### config.mk
export PLATFORM = sky130hd
export DESIGN_NAME = nvc_top
export DESIGN_NICKNAME = d
export VERILOG_FILES = /design/src/hw/nvc_pkg.sv /design/src/hw/nvc_copy_if.sv /design/src/hw/nvc_copy_seq.sv /design/src/hw/nvc_top.sv
export SDC_FILE = /design/constraint.sdc
export NUM_CORES = 1
export LEC_CHECK = 0
export BUFFER_PORTS_ARGS = -buffer_cell sky130_fd_sc_hd__buf_4
export CORE_ASPECT_RATIO = 0.8
export CORE_UTILIZATION = 34
export DETAILED_ROUTE_END_ITERATION = 10
export PLACE_DENSITY = 0.47
export RECOVER_POWER = 100
export SYNTH_ARGS = -nofsm -noshare
export SYNTH_HDL_FRONTEND = slang
export SYNTH_SLANG_ARGS = --single-unit
### constraint.sdc
create_clock -name sys_clk -period 3.3 [get_ports sys_clk]
set_clock_uncertainty 0.05 [all_clocks]
set_input_delay 0.66 -clock sys_clk [delete_from_list [all_inputs] [get_ports sys_clk]]
set_output_delay 0.66 -clock sys_clk [all_outputs]
set_load 0.1 [all_outputs]
### src/hw/nvc_pkg.sv
// Constants and types for the storage command and rail setting block
// Contract
// - The stored negative gate level sits in bits 5 to 0 of the last stored register, coded like the working one.
// - Any write to the commit command copies working registers 0x07-0x15 to stored registers 0x17-0x25 if idle, vprog_ok_pin high and under five commits done.
// - Any write to the reload command copies stored registers 0x17-0x25 back into working registers 0x07-0x15; writes while a copy runs are ignored.
// - A write to the restart command leaves latched fault mode, restarts operation and clears every fault;
//   it is ignored while a copy runs, and the latch stays set while fault_in_pin is high.
// - The positive analog rail level is a 6-bit value written into its setting register.
// - The negative analog rail uses the positive rail setting, with no setting of its own.
// - The positive gate level is taken from bits 5 to 0 of its setting register.
// - The negative gate level is taken from bits 5 to 0 of its setting register.
// - The switching rate is either 420 kHz or 2.1 MHz, picked by a configuration bit.
// - The data byte written to the commit or reload address is ignored; the write alone triggers.
// - A failed commit sets the storage write fault flag, which the host checks 20 ms later before retrying.
// - Storage accepts at most five successful commits over its life.
package nvc_pkg;
  // ----------------------------------------
  // Register map
  // ----------------------------------------
  localparam logic [7:0] ADDR_WORK_FIRST = 8'h07;
  localparam logic [7:0] ADDR_WORK_LAST  = 8'h15;
  localparam logic [7:0] ADDR_NV_FIRST   = 8'h17;
  localparam logic [7:0] ADDR_NV_LAST    = 8'h25;
  localparam logic [7:0] ADDR_FSW        = 8'h07;
  localparam logic [7:0] ADDR_AVDD       = 8'h13;
  localparam logic [7:0] ADDR_VGON       = 8'h14;
  localparam logic [7:0] ADDR_VGOFF      = 8'h15;
  localparam logic [7:0] ADDR_COMMIT     = 8'h78;
  localparam logic [7:0] ADDR_RELOAD     = 8'h79;
  localparam logic [7:0] ADDR_RESTART    = 8'h7A;
  localparam logic [7:0] ADDR_STATUS     = 8'h7B;
  // ----------------------------------------
  // Field layout and reset values
  // ----------------------------------------
  localparam int         NV_WORDS      = 15;
  localparam int         IDX_W         = 4;
  localparam logic [3:0] IDX_LAST      = 4'hE;
  localparam logic [3:0] IDX_AVDD      = 4'hC;
  localparam logic [3:0] IDX_VGON      = 4'hD;
  localparam logic [3:0] IDX_VGOFF     = 4'hE;
  localparam logic [3:0] IDX_FSW       = 4'h0;
  localparam int         LEVEL_MSB     = 5;
  localparam int         PUMP_BIT      = 6;
  localparam int         FSW_BIT       = 7;
  localparam logic [7:0] WORK_RESET    = 8'h00;
  localparam logic [7:0] NV_BLANK      = 8'h00;
  localparam logic [7:0] CMD_READ_VAL  = 8'h00;
  localparam logic [2:0] BURN_LIMIT    = 3'h5;
  localparam int         ST_FAULT_BIT  = 0;
  localparam int         ST_LATCH_BIT  = 1;
  localparam int         ST_BUSY_BIT   = 2;
  localparam int         ST_COUNT_LSB  = 3;
  localparam int         ST_COUNT_MSB  = 5;
  // ----------------------------------------
  // Timing
  // ----------------------------------------
  localparam int         CLK_KHZ       = 20000;
  localparam int         FSW_LO_KHZ    = 420;
  localparam int         FSW_HI_KHZ    = 2100;
  localparam int         CHECK_WAIT_MS = 20;
  localparam logic [5:0] DIV_LO        = 6'(CLK_KHZ / FSW_LO_KHZ);
  localparam logic [5:0] DIV_HI        = 6'(CLK_KHZ / FSW_HI_KHZ);
  // ----------------------------------------
  // Types
  // ----------------------------------------
  typedef enum logic {NVC_DIR_COMMIT, NVC_DIR_RELOAD} nvc_dir_t;
  typedef enum {NVC_IDLE, NVC_RUN} nvc_seq_state_t;

  function automatic logic nvc_in_range(input logic [7:0] a, input logic [7:0] lo,
                                        input logic [7:0] hi);
    nvc_in_range = (a >= lo) && (a <= hi);
  endfunction

  function automatic logic [3:0] nvc_index(input logic [7:0] a, input logic [7:0] base);
    logic [7:0] d;
    d = a - base;
    nvc_index = d[3:0];
  endfunction
endpackage

### src/hw/nvc_copy_if.sv
// Handshake between the command decoder and the copy sequencer
`timescale 1ns/10ps
interface nvc_copy_if;
  import nvc_pkg::*;
  logic       start;
  nvc_dir_t   dir;
  nvc_dir_t   dir_q;
  logic       busy;
  logic       step_valid;
  logic       done;
  logic [3:0] idx;
  modport seq  (input start, dir, output dir_q, busy, step_valid, done, idx);
  modport ctrl (output start, dir, input dir_q, busy, step_valid, done, idx);
endinterface

### src/hw/nvc_copy_seq.sv
// Copy sequencer walking the fifteen setting registers one per cycle
`timescale 1ns/10ps
module nvc_copy_seq
  import nvc_pkg::*;
(
  // Clock and reset
  input wire logic sys_clk,
  input wire logic rst_n,
  // Copy control
  nvc_copy_if.seq  cif
);
  nvc_seq_state_t state_reg;
  logic [3:0]     idx_reg;
  nvc_dir_t       dir_reg;
  logic           busy_reg;

  assign cif.busy       = busy_reg;
  assign cif.step_valid = busy_reg;
  assign cif.done       = busy_reg && (idx_reg == IDX_LAST);
  assign cif.idx        = idx_reg;
  assign cif.dir_q      = dir_reg;

  // ----------------------------------------
  // Sequencer
  // ----------------------------------------
  always_ff @(posedge sys_clk or negedge rst_n)
  begin
    if (!rst_n)
    begin
      state_reg <= NVC_IDLE;
      idx_reg   <= 4'h0;
      dir_reg   <= NVC_DIR_COMMIT;
    end
    else
    begin
      case (state_reg)
        NVC_IDLE:
        begin
          if (cif.start)
          begin
            state_reg <= NVC_RUN;
            idx_reg   <= 4'h0;
            dir_reg   <= cif.dir;
          end
        end
        NVC_RUN:
        begin
          if (idx_reg == IDX_LAST)
            state_reg <= NVC_IDLE;
          else
            idx_reg <= idx_reg + 4'h1;
        end
        default: state_reg <= NVC_IDLE;
      endcase
    end
  end

  // ----------------------------------------
  // Busy flag, kept as a flop for the pin
  // ----------------------------------------
  always_ff @(posedge sys_clk or negedge rst_n)
  begin
    if (!rst_n)
      busy_reg <= 1'b0;
    else if ((state_reg == NVC_IDLE) && cif.start)
      busy_reg <= 1'b1;
    else if ((state_reg == NVC_RUN) && (idx_reg == IDX_LAST))
      busy_reg <= 1'b0;
  end
endmodule

### src/hw/nvc_top.sv
// Storage commit, reload, restart and rail setting logic
`timescale 1ns/10ps
module nvc_top
  import nvc_pkg::*;
(
  // Clock and reset
  input  wire logic       sys_clk,
  input  wire logic       rst_n,
  // Register port
  input  wire logic       reg_wr_en,
  input  wire logic       reg_rd_en,
  input  wire logic [7:0] reg_addr,
  input  wire logic [7:0] reg_wdata,
  output logic      [7:0] reg_rdata,
  // Pins
  input  wire logic       vprog_ok_pin,
  input  wire logic       fault_in_pin,
  // Rail settings
  output logic      [5:0] avdd_level,
  output logic      [5:0] neg_analog_rail,
  output logic      [5:0] vgon_level,
  output logic            pump_stage_select,
  output logic      [5:0] vgoff_level,
  output logic      [5:0] stored_neg_gate_level,
  output logic            fsw_high,
  output logic            sw_tick,
  // Status
  output logic            nv_write_fault,
  output logic            fault_latched,
  output logic            restart_pulse,
  output logic            copy_busy
);
  logic [7:0] work_mem [NV_WORDS];
  logic [7:0] nv_mem   [NV_WORDS];
  logic [2:0] burn_count_reg;
  logic [2:0] sync_reg [2];
  logic [1:0] pin_reg;
  logic [5:0] div_reg;
  logic       sw_tick_reg;
  logic       fault_reg;
  logic       latch_reg;
  logic       restart_reg;
  logic [7:0] rdata_reg;
  logic       busy;
  logic       wr_commit;
  logic       wr_reload;
  logic       wr_restart;
  logic       commit_ok;
  logic       wr_work;
  logic [3:0] widx;
  logic [5:0] wlevel;
  logic       wpump;
  logic [5:0] div_end;
  logic [3:0] busy_len_reg;

  nvc_copy_if cif ();

  nvc_copy_seq u_seq (
    .sys_clk (sys_clk),
    .rst_n   (rst_n),
    .cif     (cif.seq)
  );

  // ----------------------------------------
  // Command decode
  // ----------------------------------------
  assign busy       = cif.busy;
  assign wr_commit  = reg_wr_en && (reg_addr == ADDR_COMMIT) && !busy;
  assign wr_reload  = reg_wr_en && (reg_addr == ADDR_RELOAD) && !busy;
  assign wr_restart = reg_wr_en && (reg_addr == ADDR_RESTART) && !busy;
  assign commit_ok  = (burn_count_reg < BURN_LIMIT) && pin_reg[0];
  assign cif.start  = (wr_commit && commit_ok) || wr_reload;
  assign cif.dir    = wr_reload ? NVC_DIR_RELOAD : NVC_DIR_COMMIT;
  assign wr_work    = reg_wr_en && !busy && nvc_in_range(reg_addr, ADDR_WORK_FIRST,
                                                         ADDR_WORK_LAST);
  assign widx       = nvc_index(reg_addr, ADDR_WORK_FIRST);
  assign wlevel     = reg_wdata[LEVEL_MSB:0];
  assign wpump      = reg_wdata[PUMP_BIT];

  // ----------------------------------------
  // Rail outputs
  // ----------------------------------------
  assign avdd_level            = work_mem[IDX_AVDD][LEVEL_MSB:0];
  assign neg_analog_rail       = work_mem[IDX_AVDD][LEVEL_MSB:0];
  assign vgon_level            = work_mem[IDX_VGON][LEVEL_MSB:0];
  assign pump_stage_select     = work_mem[IDX_VGON][PUMP_BIT];
  assign vgoff_level           = work_mem[IDX_VGOFF][LEVEL_MSB:0];
  assign stored_neg_gate_level = nv_mem[IDX_VGOFF][LEVEL_MSB:0];
  assign fsw_high              = work_mem[IDX_FSW][FSW_BIT];
  assign sw_tick               = sw_tick_reg;
  assign nv_write_fault        = fault_reg;
  assign fault_latched         = latch_reg;
  assign restart_pulse         = restart_reg;
  assign copy_busy             = busy;
  assign reg_rdata             = rdata_reg;

  // ----------------------------------------
  // Working registers
  // ----------------------------------------
  always_ff @(posedge sys_clk or negedge rst_n)
  begin
    if (!rst_n)
    begin
      for (int i = 0; i < NV_WORDS; i++)
        work_mem[i] <= WORK_RESET;
    end
    else if (cif.step_valid && (cif.dir_q == NVC_DIR_RELOAD))
      work_mem[cif.idx] <= nv_mem[cif.idx];
    else if (wr_work)
      work_mem[widx] <= reg_wdata;
  end

  // ----------------------------------------
  // Stored registers and commit count
  // ----------------------------------------
  always_ff @(posedge sys_clk or negedge rst_n)
  begin
    if (!rst_n)
    begin
      for (int i = 0; i < NV_WORDS; i++)
        nv_mem[i] <= NV_BLANK;
    end
    else if (cif.step_valid && (cif.dir_q == NVC_DIR_COMMIT))
      nv_mem[cif.idx] <= work_mem[cif.idx];
  end

  always_ff @(posedge sys_clk or negedge rst_n)
  begin
    if (!rst_n)
      burn_count_reg <= 3'h0;
    else if (cif.done && (cif.dir_q == NVC_DIR_COMMIT))
      burn_count_reg <= burn_count_reg + 3'h1;
  end

  // ----------------------------------------
  // Pin synchronisers
  // ----------------------------------------
  always_ff @(posedge sys_clk or negedge rst_n)
  begin
    if (!rst_n)
    begin
      sync_reg[0] <= 3'h0;
      sync_reg[1] <= 3'h0;
      pin_reg     <= 2'h0;
    end
    else
    begin
      sync_reg[0] <= {sync_reg[0][1:0], vprog_ok_pin};
      sync_reg[1] <= {sync_reg[1][1:0], fault_in_pin};
      for (int p = 0; p < 2; p++)
        if (sync_reg[p][1] == sync_reg[p][2])
          pin_reg[p] <= sync_reg[p][2];
    end
  end

  // ----------------------------------------
  // Fault flags
  // ----------------------------------------
  always_ff @(posedge sys_clk or negedge rst_n)
  begin
    if (!rst_n)
      fault_reg <= 1'b0;
    else if (wr_commit && !commit_ok)
      fault_reg <= 1'b1;
    else if (wr_restart || wr_commit)
      fault_reg <= 1'b0;
  end

  always_ff @(posedge sys_clk or negedge rst_n)
  begin
    if (!rst_n)
      latch_reg <= 1'b0;
    else if (pin_reg[1])
      latch_reg <= 1'b1;
    else if (wr_restart)
      latch_reg <= 1'b0;
  end

  always_ff @(posedge sys_clk or negedge rst_n)
  begin
    if (!rst_n)
      restart_reg <= 1'b0;
    else
      restart_reg <= wr_restart;
  end

  // ----------------------------------------
  // Switching rate divider
  // ----------------------------------------
  assign div_end = (fsw_high ? DIV_HI : DIV_LO) - 6'h1;

  always_ff @(posedge sys_clk or negedge rst_n)
  begin
    if (!rst_n)
    begin
      div_reg     <= 6'h0;
      sw_tick_reg <= 1'b0;
    end
    else if (div_reg >= div_end)
    begin
      div_reg     <= 6'h0;
      sw_tick_reg <= 1'b1;
    end
    else
    begin
      div_reg     <= div_reg + 6'h1;
      sw_tick_reg <= 1'b0;
    end
  end

  // ----------------------------------------
  // Read data
  // ----------------------------------------
  always_ff @(posedge sys_clk or negedge rst_n)
  begin
    if (!rst_n)
      rdata_reg <= 8'h00;
    else if (reg_rd_en)
    begin
      if (nvc_in_range(reg_addr, ADDR_WORK_FIRST, ADDR_WORK_LAST))
        rdata_reg <= work_mem[nvc_index(reg_addr, ADDR_WORK_FIRST)];
      else if (nvc_in_range(reg_addr, ADDR_NV_FIRST, ADDR_NV_LAST))
        rdata_reg <= nv_mem[nvc_index(reg_addr, ADDR_NV_FIRST)];
      else if (reg_addr == ADDR_STATUS)
        rdata_reg <= {2'h0, burn_count_reg, busy, latch_reg, fault_reg};
      else
        rdata_reg <= CMD_READ_VAL;
    end
  end

  // Length of the current busy run
  always_ff @(posedge sys_clk or negedge rst_n)
  begin
    if (!rst_n)
      busy_len_reg <= 4'h0;
    else if (copy_busy)
      busy_len_reg <= busy_len_reg + 4'h1;
    else
      busy_len_reg <= 4'h0;
  end
endmodule

==> results of run 1 <==
==> final timing paths <==
path | start | to | slack (ns) | cells past startpoint
min | rst_n | stored_neg_gate_level[1] | 0.08 | 1
max in group asynchronous | rst_n | div_reg[3] | 0.82 | 2
max | u_seq.cif.idx[2] | work_mem[113] | 0.28 | 5
min reg2reg | sync_reg[0] | sync_reg[1] | 0.32 | 0
min in group sys_clk | vprog_ok_pin | sync_reg[3] | 0.22 | 1
max reg2reg | u_seq.cif.idx[2] | work_mem[113] | 0.28 | 5
==> critical path, delay by kind of cell, from the launching register on <==
kind,cells,cell delay [ns]
multiplexers,1,0.41
flip-flops,1,0.55
AO/OA/AOI/OAI,1,0.74
AND/OR/NAND/NOR,2,0.87
buffers and inverters,1,0.25
==> layer usage <==
metal | track usage, % | part of all wire, % | vias to the layer above
li1 | - | - | 5088
met4 | 5.29 | 1.9 | 0
met3 | 5.26 | 7.9 | 70
met5 | 0 | 0 | -
met1 | 35.7 | 47 | 6336
met2 | 34.7 | 43 | 517
==> power breakdown <==
part | internal [uW] | leakage, uW | switching, uW
combinational | 496 | 0.00365 | 950
sequential | 3520 | 0.00362 | 146
clock | 2160 | 0.000531 | 1490
total | 6170 | 0.00780 | 2590
==> cells in the mapped netlist, drive strengths merged, types with 6 or more instances <==
| cell type | number |
|---|---|
| a221o | 13 |
| a22o | 53 |
| mux4 | 104 |
| a31oi | 16 |
| o2bb2ai | 12 |
| nand2b | 7 |
| nor2b | 7 |
| nand3 | 20 |
| o22ai | 55 |
| mux2 | 226 |
| buf | 85 |
| and2 | 23 |
| o21ai | 27 |
| inv | 13 |
| nand2 | 93 |
| a21oi | 46 |
| a21o | 6 |
| dfrtp | 276 |
| o32ai | 6 |
| clkbuf | 39 |
| nor3b | 7 |
| o221ai | 14 |
| nor2 | 66 |
| ha | 14 |
| mux2i | 25 |
==> cell families (layout without fill, tap and decap cells) <==
family | after synthesis | count (layout) | share of synthesized area (%)
AO/OA/AOI/OAI | 272 | 272 | 12.3
XOR/XNOR | 6 | 6 | 0.325
adder cells (fa/ha/maj) | 16 | 16 | 1.21
buffers and inverters | 137 | 217 | 4.43
flip-flops | 276 | 276 | 42.7
multiplexers | 355 | 355 | 32.3
other | 0 | 1 | 0
AND/OR/NAND/NOR | 234 | 234 | 6.74
==> stage by stage <==
step / hold slack, ns / instance area, um2
after floorplan: 0.281 / 16200
after global placement: 0.293 / 17600
after detailed placement: 0.299 / 17600
after CTS: 0.123 / 18700
after global routing: 0.133 / 18300
final: 0.0840 / 18300
==> final cells by class <==
class / count / area [um2]
clock buffers: 54 / 1040
well taps: 620 / 776
repair buffers: 145 / 975
flip-flops and latches: 276 / 6920
clock inverters: 5 / 38.8
diodes: 1 / 2.50
inverters: 13 / 48.8
multi-input cells: 883 / 8540
fillers: 4555 / 28700
==> out/qor.csv, run 1 <==
stage,metric,value,unit
pwr,p_leak,0.00780,uW
synthesis,synth_seq_cells,276,
grt,grt_max_degree,81,
route,drc,0,
cells_and_area,instances_no_fill,1997,
cells_and_area,final_cell_mix,"273 x dfrtp_1, 226 x mux2_2, 104 x mux4_2",
grt,grt_first_pass_wirelength,84.3,mm
synthesis,synth_edf_count,0,
synthesis,synth_cells,1296,
route,drtAntennaViolNets,0,
placement,port_buffers,66,
grt,antenna_found_initial,2,
clock_network,clk_latency,0.53,ns
cells_and_area,utilization,39.0,%
worst_setup_path,cp_max_fo,12,
run_status,status,finished with violations,
placement,hpwl,40.6,mm
pwr,fin_total_pwr,8760,uW
synthesis,synth_cell_types,57,
pwr,p_per_area,478,nW/um2
route,vias,12000,
worst_setup_path,start_kind,register,
cells_and_area,largest_reg_flops,114,
synthesis,syn-num-nets,1332,
job,maxCapViolations,5,
sta,max-slew-margin-rel,-27.8,%
floorplanning,initial_core_util,34.5,%
route,wire_per_inst,28.6,um
worst_setup_path,worstSetupPathType,reg -> reg,
run_status,violations,"capacitance limit, slew limit",
cells_and_area,layout-drive-gt1-share,35.5,%
route,viasPerCell,6.01,
clock_network,cts_tree,built,
sta,rsz0062_at_grt,no,
route,wirelength,57.1,mm
clock_network,clock_path_buffers,3,
floorplanning,num_rows,71,
worst_setup_path,crit_chain,buf_4 -> nor3_1 -> nand2_1 -> a21oi_2 -> mux2_2,
synthesis,synth_top_flop_cell,dfrtp_1,
floorplanning,core-area,47000,um2
synthesis,yosysTopAreaCellShare,42.7,%
route,dr.pass1.iters,5,
sta,setup_violations,0,
worst_setup_path,arrival,3.37,ns
floorplanning,ios,67,
worst_setup_path,slowest_delay,0.74,ns
clock_network,cts_sinks,276,
clock_network,cts_hold_repair.buffers,0,
clock_network,numCtsBuffers,34,
sta,fin_crit_sh,91.7,%
cells_and_area,syn_to_final_growth,13.2,%
floorplanning,chipHeight,197,um
sta,period_needed,3.02,ns
sta,worst_pin_slew,1.92,ns
clock_network,htree_levels,2,
placement,place_ws,0.200,ns
pwr,vdd_drop_max,0.390,mV
min_path,min_path_type,in -> async,
cells_and_area,final_common_cell,dfrtp_1,
synthesis,yosys-top-cells-area,"dfrtp_1 43%, mux2_2 16%, mux4_2 14%, a22o_1 2.9%, nand2_1 2.2%",
sta,fin_tns_setup,0,ns
sta,setup_ws,0.275,ns
grt,grt.total_usage,23.8,%
sta,final_max_slew_viol_count,169,
synthesis,syn_avg_cell_area,12.5,um2
floorplanning,die_x,246,um
clock_network,ctsResizeCount,0,
synthesis,synthArstFlopShare,100,%
placement,gp_congestion,0.882,
floorplanning,die_area,48500,um2
synthesis,yosysTopAreaCell,dfrtp_1,
worst_setup_path,cp-end-kind,register,
synthesis,yosysSeqAreaShare,42.7,%
synthesis,syn-cell-area,16200,um2
synthesis,ys_warn_count,0,
cells_and_area,final_net_count,1389,
worst_setup_path,cp_slowest_cell,a21oi_2,
route,drt_iter0_markers,1174,
cells_and_area,regMostFlops,nv_mem,
grt,grt_pass1_vias,12000,
clock_network,path_clk_slew,0.06,ns
worst_setup_path,crit_required,3.64,ns
sta,max_freq,331,MHz
clock_network,post_cts_buffers,0,
sta,final_hold_viol_count,0,
grt,overflow,0,
placement,dp.cells,1937,
clock_network,root_buffer,clkbuf_16,
No activity file was read; power rests on OpenSTA's default activity.
==> inputs of run 2 (changes only) <==
PLACE_DENSITY = 0.49   (was 0.47)
clock period = 2.45 ns   (was 3.3 ns; I/O delays follow)
==> run 2 against run 1 <==
Compared with the run above:
- the run ends with DRC, setup timing left
- fmax rose by 20%
- via count rose by 4.7%
- critical path depth rose by 1
- combinational power rose by 53%
- register-to-register slack got worse by 0.35 ns
- critical path type unchanged
- largest power group is now clock
- highest routed layer unchanged
==> out/qor.csv, run 2 (synthesis gave the netlist of run 1 again) <==
stage,metric,value,unit
cells_and_area,final_net_count,1506,
sta,worst_pin_slew,1.39,ns
pwr,vdd_drop_max,0.412,mV
floorplanning,core-area,47000,um2
sta,max-slew-margin-rel,7.25,%
worst_setup_path,worstReg2RegStart,u_seq.cif.idx[0],
clock_network,clk_latency,0.55,ns
cells_and_area,regMostFlops,nv_mem,
worst_setup_path,cp_max_fo,15,
cells_and_area,final-seq-area,6920,um2
run_status,status,finished with violations,
placement,port_buffers,66,
pwr,p_per_area,613,nW/um2
route,wirelength,59.0,mm
route,dr.pass1.iters,8,
grt,overflow,0,
pwr,p_leak,0.00877,uW
placement,place_ws,-0.445,ns
cells_and_area,largest_reg_flops,114,
route,viasPerCell,5.95,
clock_network,root_buffer,clkbuf_16,
sta,max_freq,396,MHz
placement,gp_congestion,0.966,
worst_setup_path,ff2ff_setup_slack,-0.07,ns
min_path,hp-start,reg_rd_en,
grt,grt.total_usage,24.6,%
floorplanning,die_area,48500,um2
route,drc,4,
worst_setup_path,start_kind,register,
clock_network,path_clk_slew,0.07,ns
worst_setup_path,crit_required,2.83,ns
placement,hpwl,42.9,mm
clock_network,cts_sinks,276,
clock_network,htree_levels,2,
floorplanning,ios,67,
cells_and_area,final_cell_mix,"272 x dfrtp_1, 197 x mux2_2, 164 x buf_4",
cells_and_area,syn_to_final_growth,23.8,%
grt,grt_first_pass_wirelength,86.5,mm
sta,final_hold_viol_count,0,
worst_setup_path,arrival,2.90,ns
cells_and_area,multi_input_area,8840,um2
worst_setup_path,worstRegToRegCells,6,
floorplanning,chipHeight,197,um
floorplanning,die_x,246,um
route,drt_iter0_markers,1422,
floorplanning,initial_core_util,34.5,%
sta,fin_tns_setup,-3.60,ns
sta,rsz0062_at_grt,yes,
grt,grt_max_degree,50,
worst_setup_path,worstSetupPathType,reg -> reg,
job,maxCapViolations,0,
cells_and_area,fill_cells,4405,
sta,fin_crit_sh,103,%
sta,setup_violations,105,
clock_network,clock_path_buffers,3,
cells_and_area,layout-drive-gt1-share,46.5,%
route,wire_per_inst,27.9,um
cells_and_area,design_area,20100,um2
placement,placed_cell_area,18800,um2
sta,period_needed,2.52,ns
grt,grt_pass1_vias,12200,
sta,final_max_slew_viol_count,0,
clock_network,numCtsBuffers,35,
clock_network,cts_tree,built,
min_path,min_path_type,in -> reg,
grt,antenna_found_initial,2,
route,vias,12600,
min_path,min_to,reg_rdata[0],
worst_setup_path,r2r_end,nv_mem[65],
worst_setup_path,cp-end-kind,register,
run_status,violations,"DRC, setup timing",
floorplanning,num_rows,71,
route,drtAntennaViolNets,0,
sta,setup_ws,-0.0731,ns
cells_and_area,final_common_cell,dfrtp_1,
min_path,hold_depth,3,
[run 2: cell types whose count changed in the layout (fill, tap and decap cells not counted), sizes merged]
| cell | delta |
|---|---|
| buf | +130 |
| clkinv | +4 |
| clkbuf | -20 |
| bufinv | +1 |
| dlygate4sd3 | +3 |
| inv | -4 |
| clkinvlp | +2 |
[run 2: worst max-delay path, stage by stage, from the launching register on]
cell	delay (ns)
dfrtp_4	0.47
buf_12	0.15
buf_12	0.14
mux4_2	0.59
mux4_2	0.53
buf_12	0.18
mux2_2	0.26
[run 2: per-stage QoR]
stage               hold WS (ns)  cells  total power (uW)  utilization [%]
global route               0.284   2112             12700             42.7
floorplan                  0.144   1296              6290                -
CTS                        0.257   2112             12400             42.8
global placement           0.284   2044              7180             40.1
detailed placement         0.286   2044              7200             40.1
finish                     0.281   2113             12300             42.7
[run 2: worst max-delay path by stage]
stage / from / endpoint / cells past startpoint
detailed placement: reg_addr[1] / reg_rdata[7] / 9
floorplan: reg_addr[0] / reg_rdata[6] / 10
CTS: u_seq.cif.idx[0] / nv_mem[89] / 6
finish: u_seq.cif.idx[0] / nv_mem[65] / 6
global route: u_seq.cif.idx[0] / nv_mem[71] / 6
global placement: reg_addr[1] / reg_rdata[7] / 9
[run 2: layout make-up]
| type | instances | share of cell area (%) |
|---|---|---|
| clock inverter | 8 | 0.337 |
| tap | 620 | 3.87 |
| inverter | 13 | 0.250 |
| clock buffer | 51 | 5.18 |
| sequential | 276 | 34.5 |
| timing repair buffer | 261 | 11.8 |
| multi-input combinational | 883 | 44.1 |
| antenna | 1 | 0.0125 |
[run 2: per-layer routing]
layer / up-vias / GRT usage [%] / wire length [um]
li1: 5307 / - / -
met1: 6600 / 38.4 / 28200
met2: 586 / 35.2 / 25000
met3: 77 / 3.79 / 4520
met4: 0 / 5.57 / 1250
met5: - / 0 / 0
[run 2: power breakdown]
part / internal, uW / total [uW] / leakage (uW) / switching (uW)
Sequential: 4740 / 4950 / 0.00361 / 212
Combinational: 875 / 2220 / 0.00460 / 1340
Clock: 3030 / 5130 / 0.000546 / 2100
Total: 8650 / 12300 / 0.00877 / 3650
[run 2: repair_timing]
action	4_1_cts	5_1_grt
pin swaps	0	4
cloned	0	0
hold buffers	3	0
resized for setup	15	23
setup endpoints to repair	193	146
setup buffers	6	0
hold endpoints to repair	43	0
==> inputs of run 3 (changes only) <==
CELL_PAD_IN_SITES_DETAIL_PLACEMENT = 0   (was unset)
CELL_PAD_IN_SITES_GLOBAL_PLACEMENT = 1   (was unset)
CTS_CLUSTER_DIAMETER = 150   (was unset)
PLACE_DENSITY = 0.57   (was 0.49)
==> run 3 against run 2 <==
Compared with the run above:
- the run ends with setup timing left
- hold slack better by 0.021 ns
- highest routed layer unchanged
- critical path type unchanged
- critical path depth did not move
- first-iteration DRC count decreased by 31%
- final cell count increased by 0.90%
- fmax grew 0.64%
==> out/qor.csv, run 3 (synthesis gave the netlist of run 1 again) <==
stage,metric,value,unit
run_status,status,finished with violations,
run_status,violations,setup timing,
cells_and_area,final_cell_mix,"273 x dfrtp_1, 193 x mux2_2, 169 x buf_4",
grt,grt_pass1_vias,12600,
sta,setup_ws,-0.0571,ns
grt,grt.total_usage,24.9,%
route,drc,0,
route,wirelength,59.9,mm
sta,max_freq,399,MHz
floorplanning,core-area,47000,um2
worst_setup_path,cp_slowest_cell,mux4_2,
placement,place_ws,-0.507,ns
worst_setup_path,slowest_delay,0.60,ns
min_path,min_path_type,reg -> reg,
clock_network,root_buffer,clkbuf_16,
cells_and_area,fill_cells,4327,
worst_setup_path,worstSetupPathType,reg -> reg,
sta,worst_pin_slew,1.17,ns
cells_and_area,layout-drive-gt1-share,47.8,%
sta,period_needed,2.51,ns
clock_network,cts_sinks,276,
cells_and_area,final_net_count,1523,
floorplanning,chipHeight,197,um
clock_network,htree_levels,2,
clock_network,clock_path_buffers,3,
pwr,p_leak,0.00897,uW
cells_and_area,final_common_cell,dfrtp_1,
route,drt_iter0_markers,987,
worst_setup_path,crit_chain,buf_12 -> buf_12 -> mux4_2 -> mux4_2 -> buf_12 -> mux2_2,
worst_setup_path,critPathBufInv,3,
worst_setup_path,cp-end-kind,register,
cells_and_area,syn_to_final_growth,26.4,%
sta,rsz0062_at_grt,yes,
floorplanning,die_x,246,um
sta,final_hold_viol_count,0,
pwr,p_per_area,632,nW/um2
clock_network,cts_tree,built,
floorplanning,initial_core_util,34.5,%
floorplanning,die_area,48500,um2
cells_and_area,largest_reg_flops,114,
floorplanning,num_rows,71,
route,wire_per_inst,28.1,um
cells_and_area,final-seq-area,6920,um2
cells_and_area,regMostFlops,nv_mem,
grt,overflow,0,
clock_network,path_clk_slew,0.06,ns
worst_setup_path,cp_common_cell,buf_12,
cells_and_area,multi_input_area,8880,um2
sta,final_max_slew_viol_count,0,
grt,antenna_found_initial,3,
sta,max-slew-margin-rel,22.2,%
grt,grt_max_degree,59,
route,vias,12600,
route,dr.pass1.iters,5,
pwr,vdd_drop_max,0.388,mV
placement,dp.cells,2057,
worst_setup_path,crit_family,multiplexers,
sta,fin_tns_setup,-1.66,ns
clock_network,numCtsBuffers,34,
sta,setup_violations,68,
worst_setup_path,crit_required,2.80,ns
placement,port_buffers,66,
clock_network,clk_latency,0.53,ns
job,maxCapViolations,0,
sta,fin_crit_sh,102,%
worst_setup_path,start_kind,register,
route,drtAntennaViolNets,0,
floorplanning,ios,67,
route,viasPerCell,5.89,
worst_setup_path,arrival,2.86,ns
placement,gp_congestion,0.895,
sta,holdWs,0.302,ns
cells_and_area,utilization,43.6,%
placement,hpwl,43.1,mm
cells_and_area,instances_no_fill,2132,
grt,grt_first_pass_wirelength,88.1,mm
worst_setup_path,cp_max_fo,15,
run 3: cell types whose count changed in the layout (fill, tap and decap cells not counted), moves of 3 or more:
cell	change
clkbuf_2	+3
mux2_4	+4
buf_12	+3
clkbuf_1	-5
bufinv_16	+5
clkbuf_4	+4
clkbuf_8	+4
mux2_2	-4
buf_4	+5
clkinv_2	-3
run 3: repair_timing:
item,4_1_cts,5_1_grt
setup buffers,3,6
endpoints found under the hold margin,36,0
hold buffers,3,0
endpoints found under the setup margin,146,188
pin swaps,0,1
resized for setup,20,34
gates cloned,1,2
run 3: per-layer routing:
layer | vias up | wire, um | track usage [%]
li1 | 5353 | - | -
met1 | 6631 | 28200 | 37.4
met2 | 485 | 25800 | 36.0
met3 | 87 | 4510 | 5.03
met4 | 0 | 1410 | 6.56
met5 | - | 0 | 0
run 3: power breakdown:
group | leakage (uW) | switching (uW) | internal (uW)
logic | 0.00472 | 1360 | 900
registers | 0.00362 | 181 | 4740
clock network | 0.000627 | 2080 | 3660
total | 0.00897 | 3630 | 9300
run 3: metrics by stage:
step | power, uW | area, um2
global placement | 7200 | 19000
finish | 12900 | 20500
CTS | 13100 | 20500
floorplan | 6290 | 16400
global route | 13400 | 20500
detailed placement | 7220 | 19000
run 3: path summary, 6_finish.rpt:
kind                                             to  slack, ns  cells past startpoint             start
setup reg to reg                          nv_mem[9]      -0.06                      6  u_seq.cif.idx[0]
min in group asynchronous  stored_neg_gate_level[1]       0.69                      2             rst_n
hold / removal                          sync_reg[1]       0.30                      0       sync_reg[0]
max in group asynchronous             work_mem[108]       0.35                      3             rst_n
setup / recovery                          nv_mem[9]      -0.06                      6  u_seq.cif.idx[0]
hold reg to reg                         sync_reg[1]       0.30                      0       sync_reg[0]
run 3: cell type report:
| class | instances | share of cell area, % |
|---|---|---|
| timing repair buffer | 279 | 12.5 |
| clock inverter | 11 | 1.03 |
| sequential | 276 | 33.8 |
| clock buffer | 49 | 5.23 |
| inverter | 13 | 0.257 |
| tap | 620 | 3.79 |
| antenna | 1 | 0.0122 |
| multi-input combinational | 883 | 43.4 |
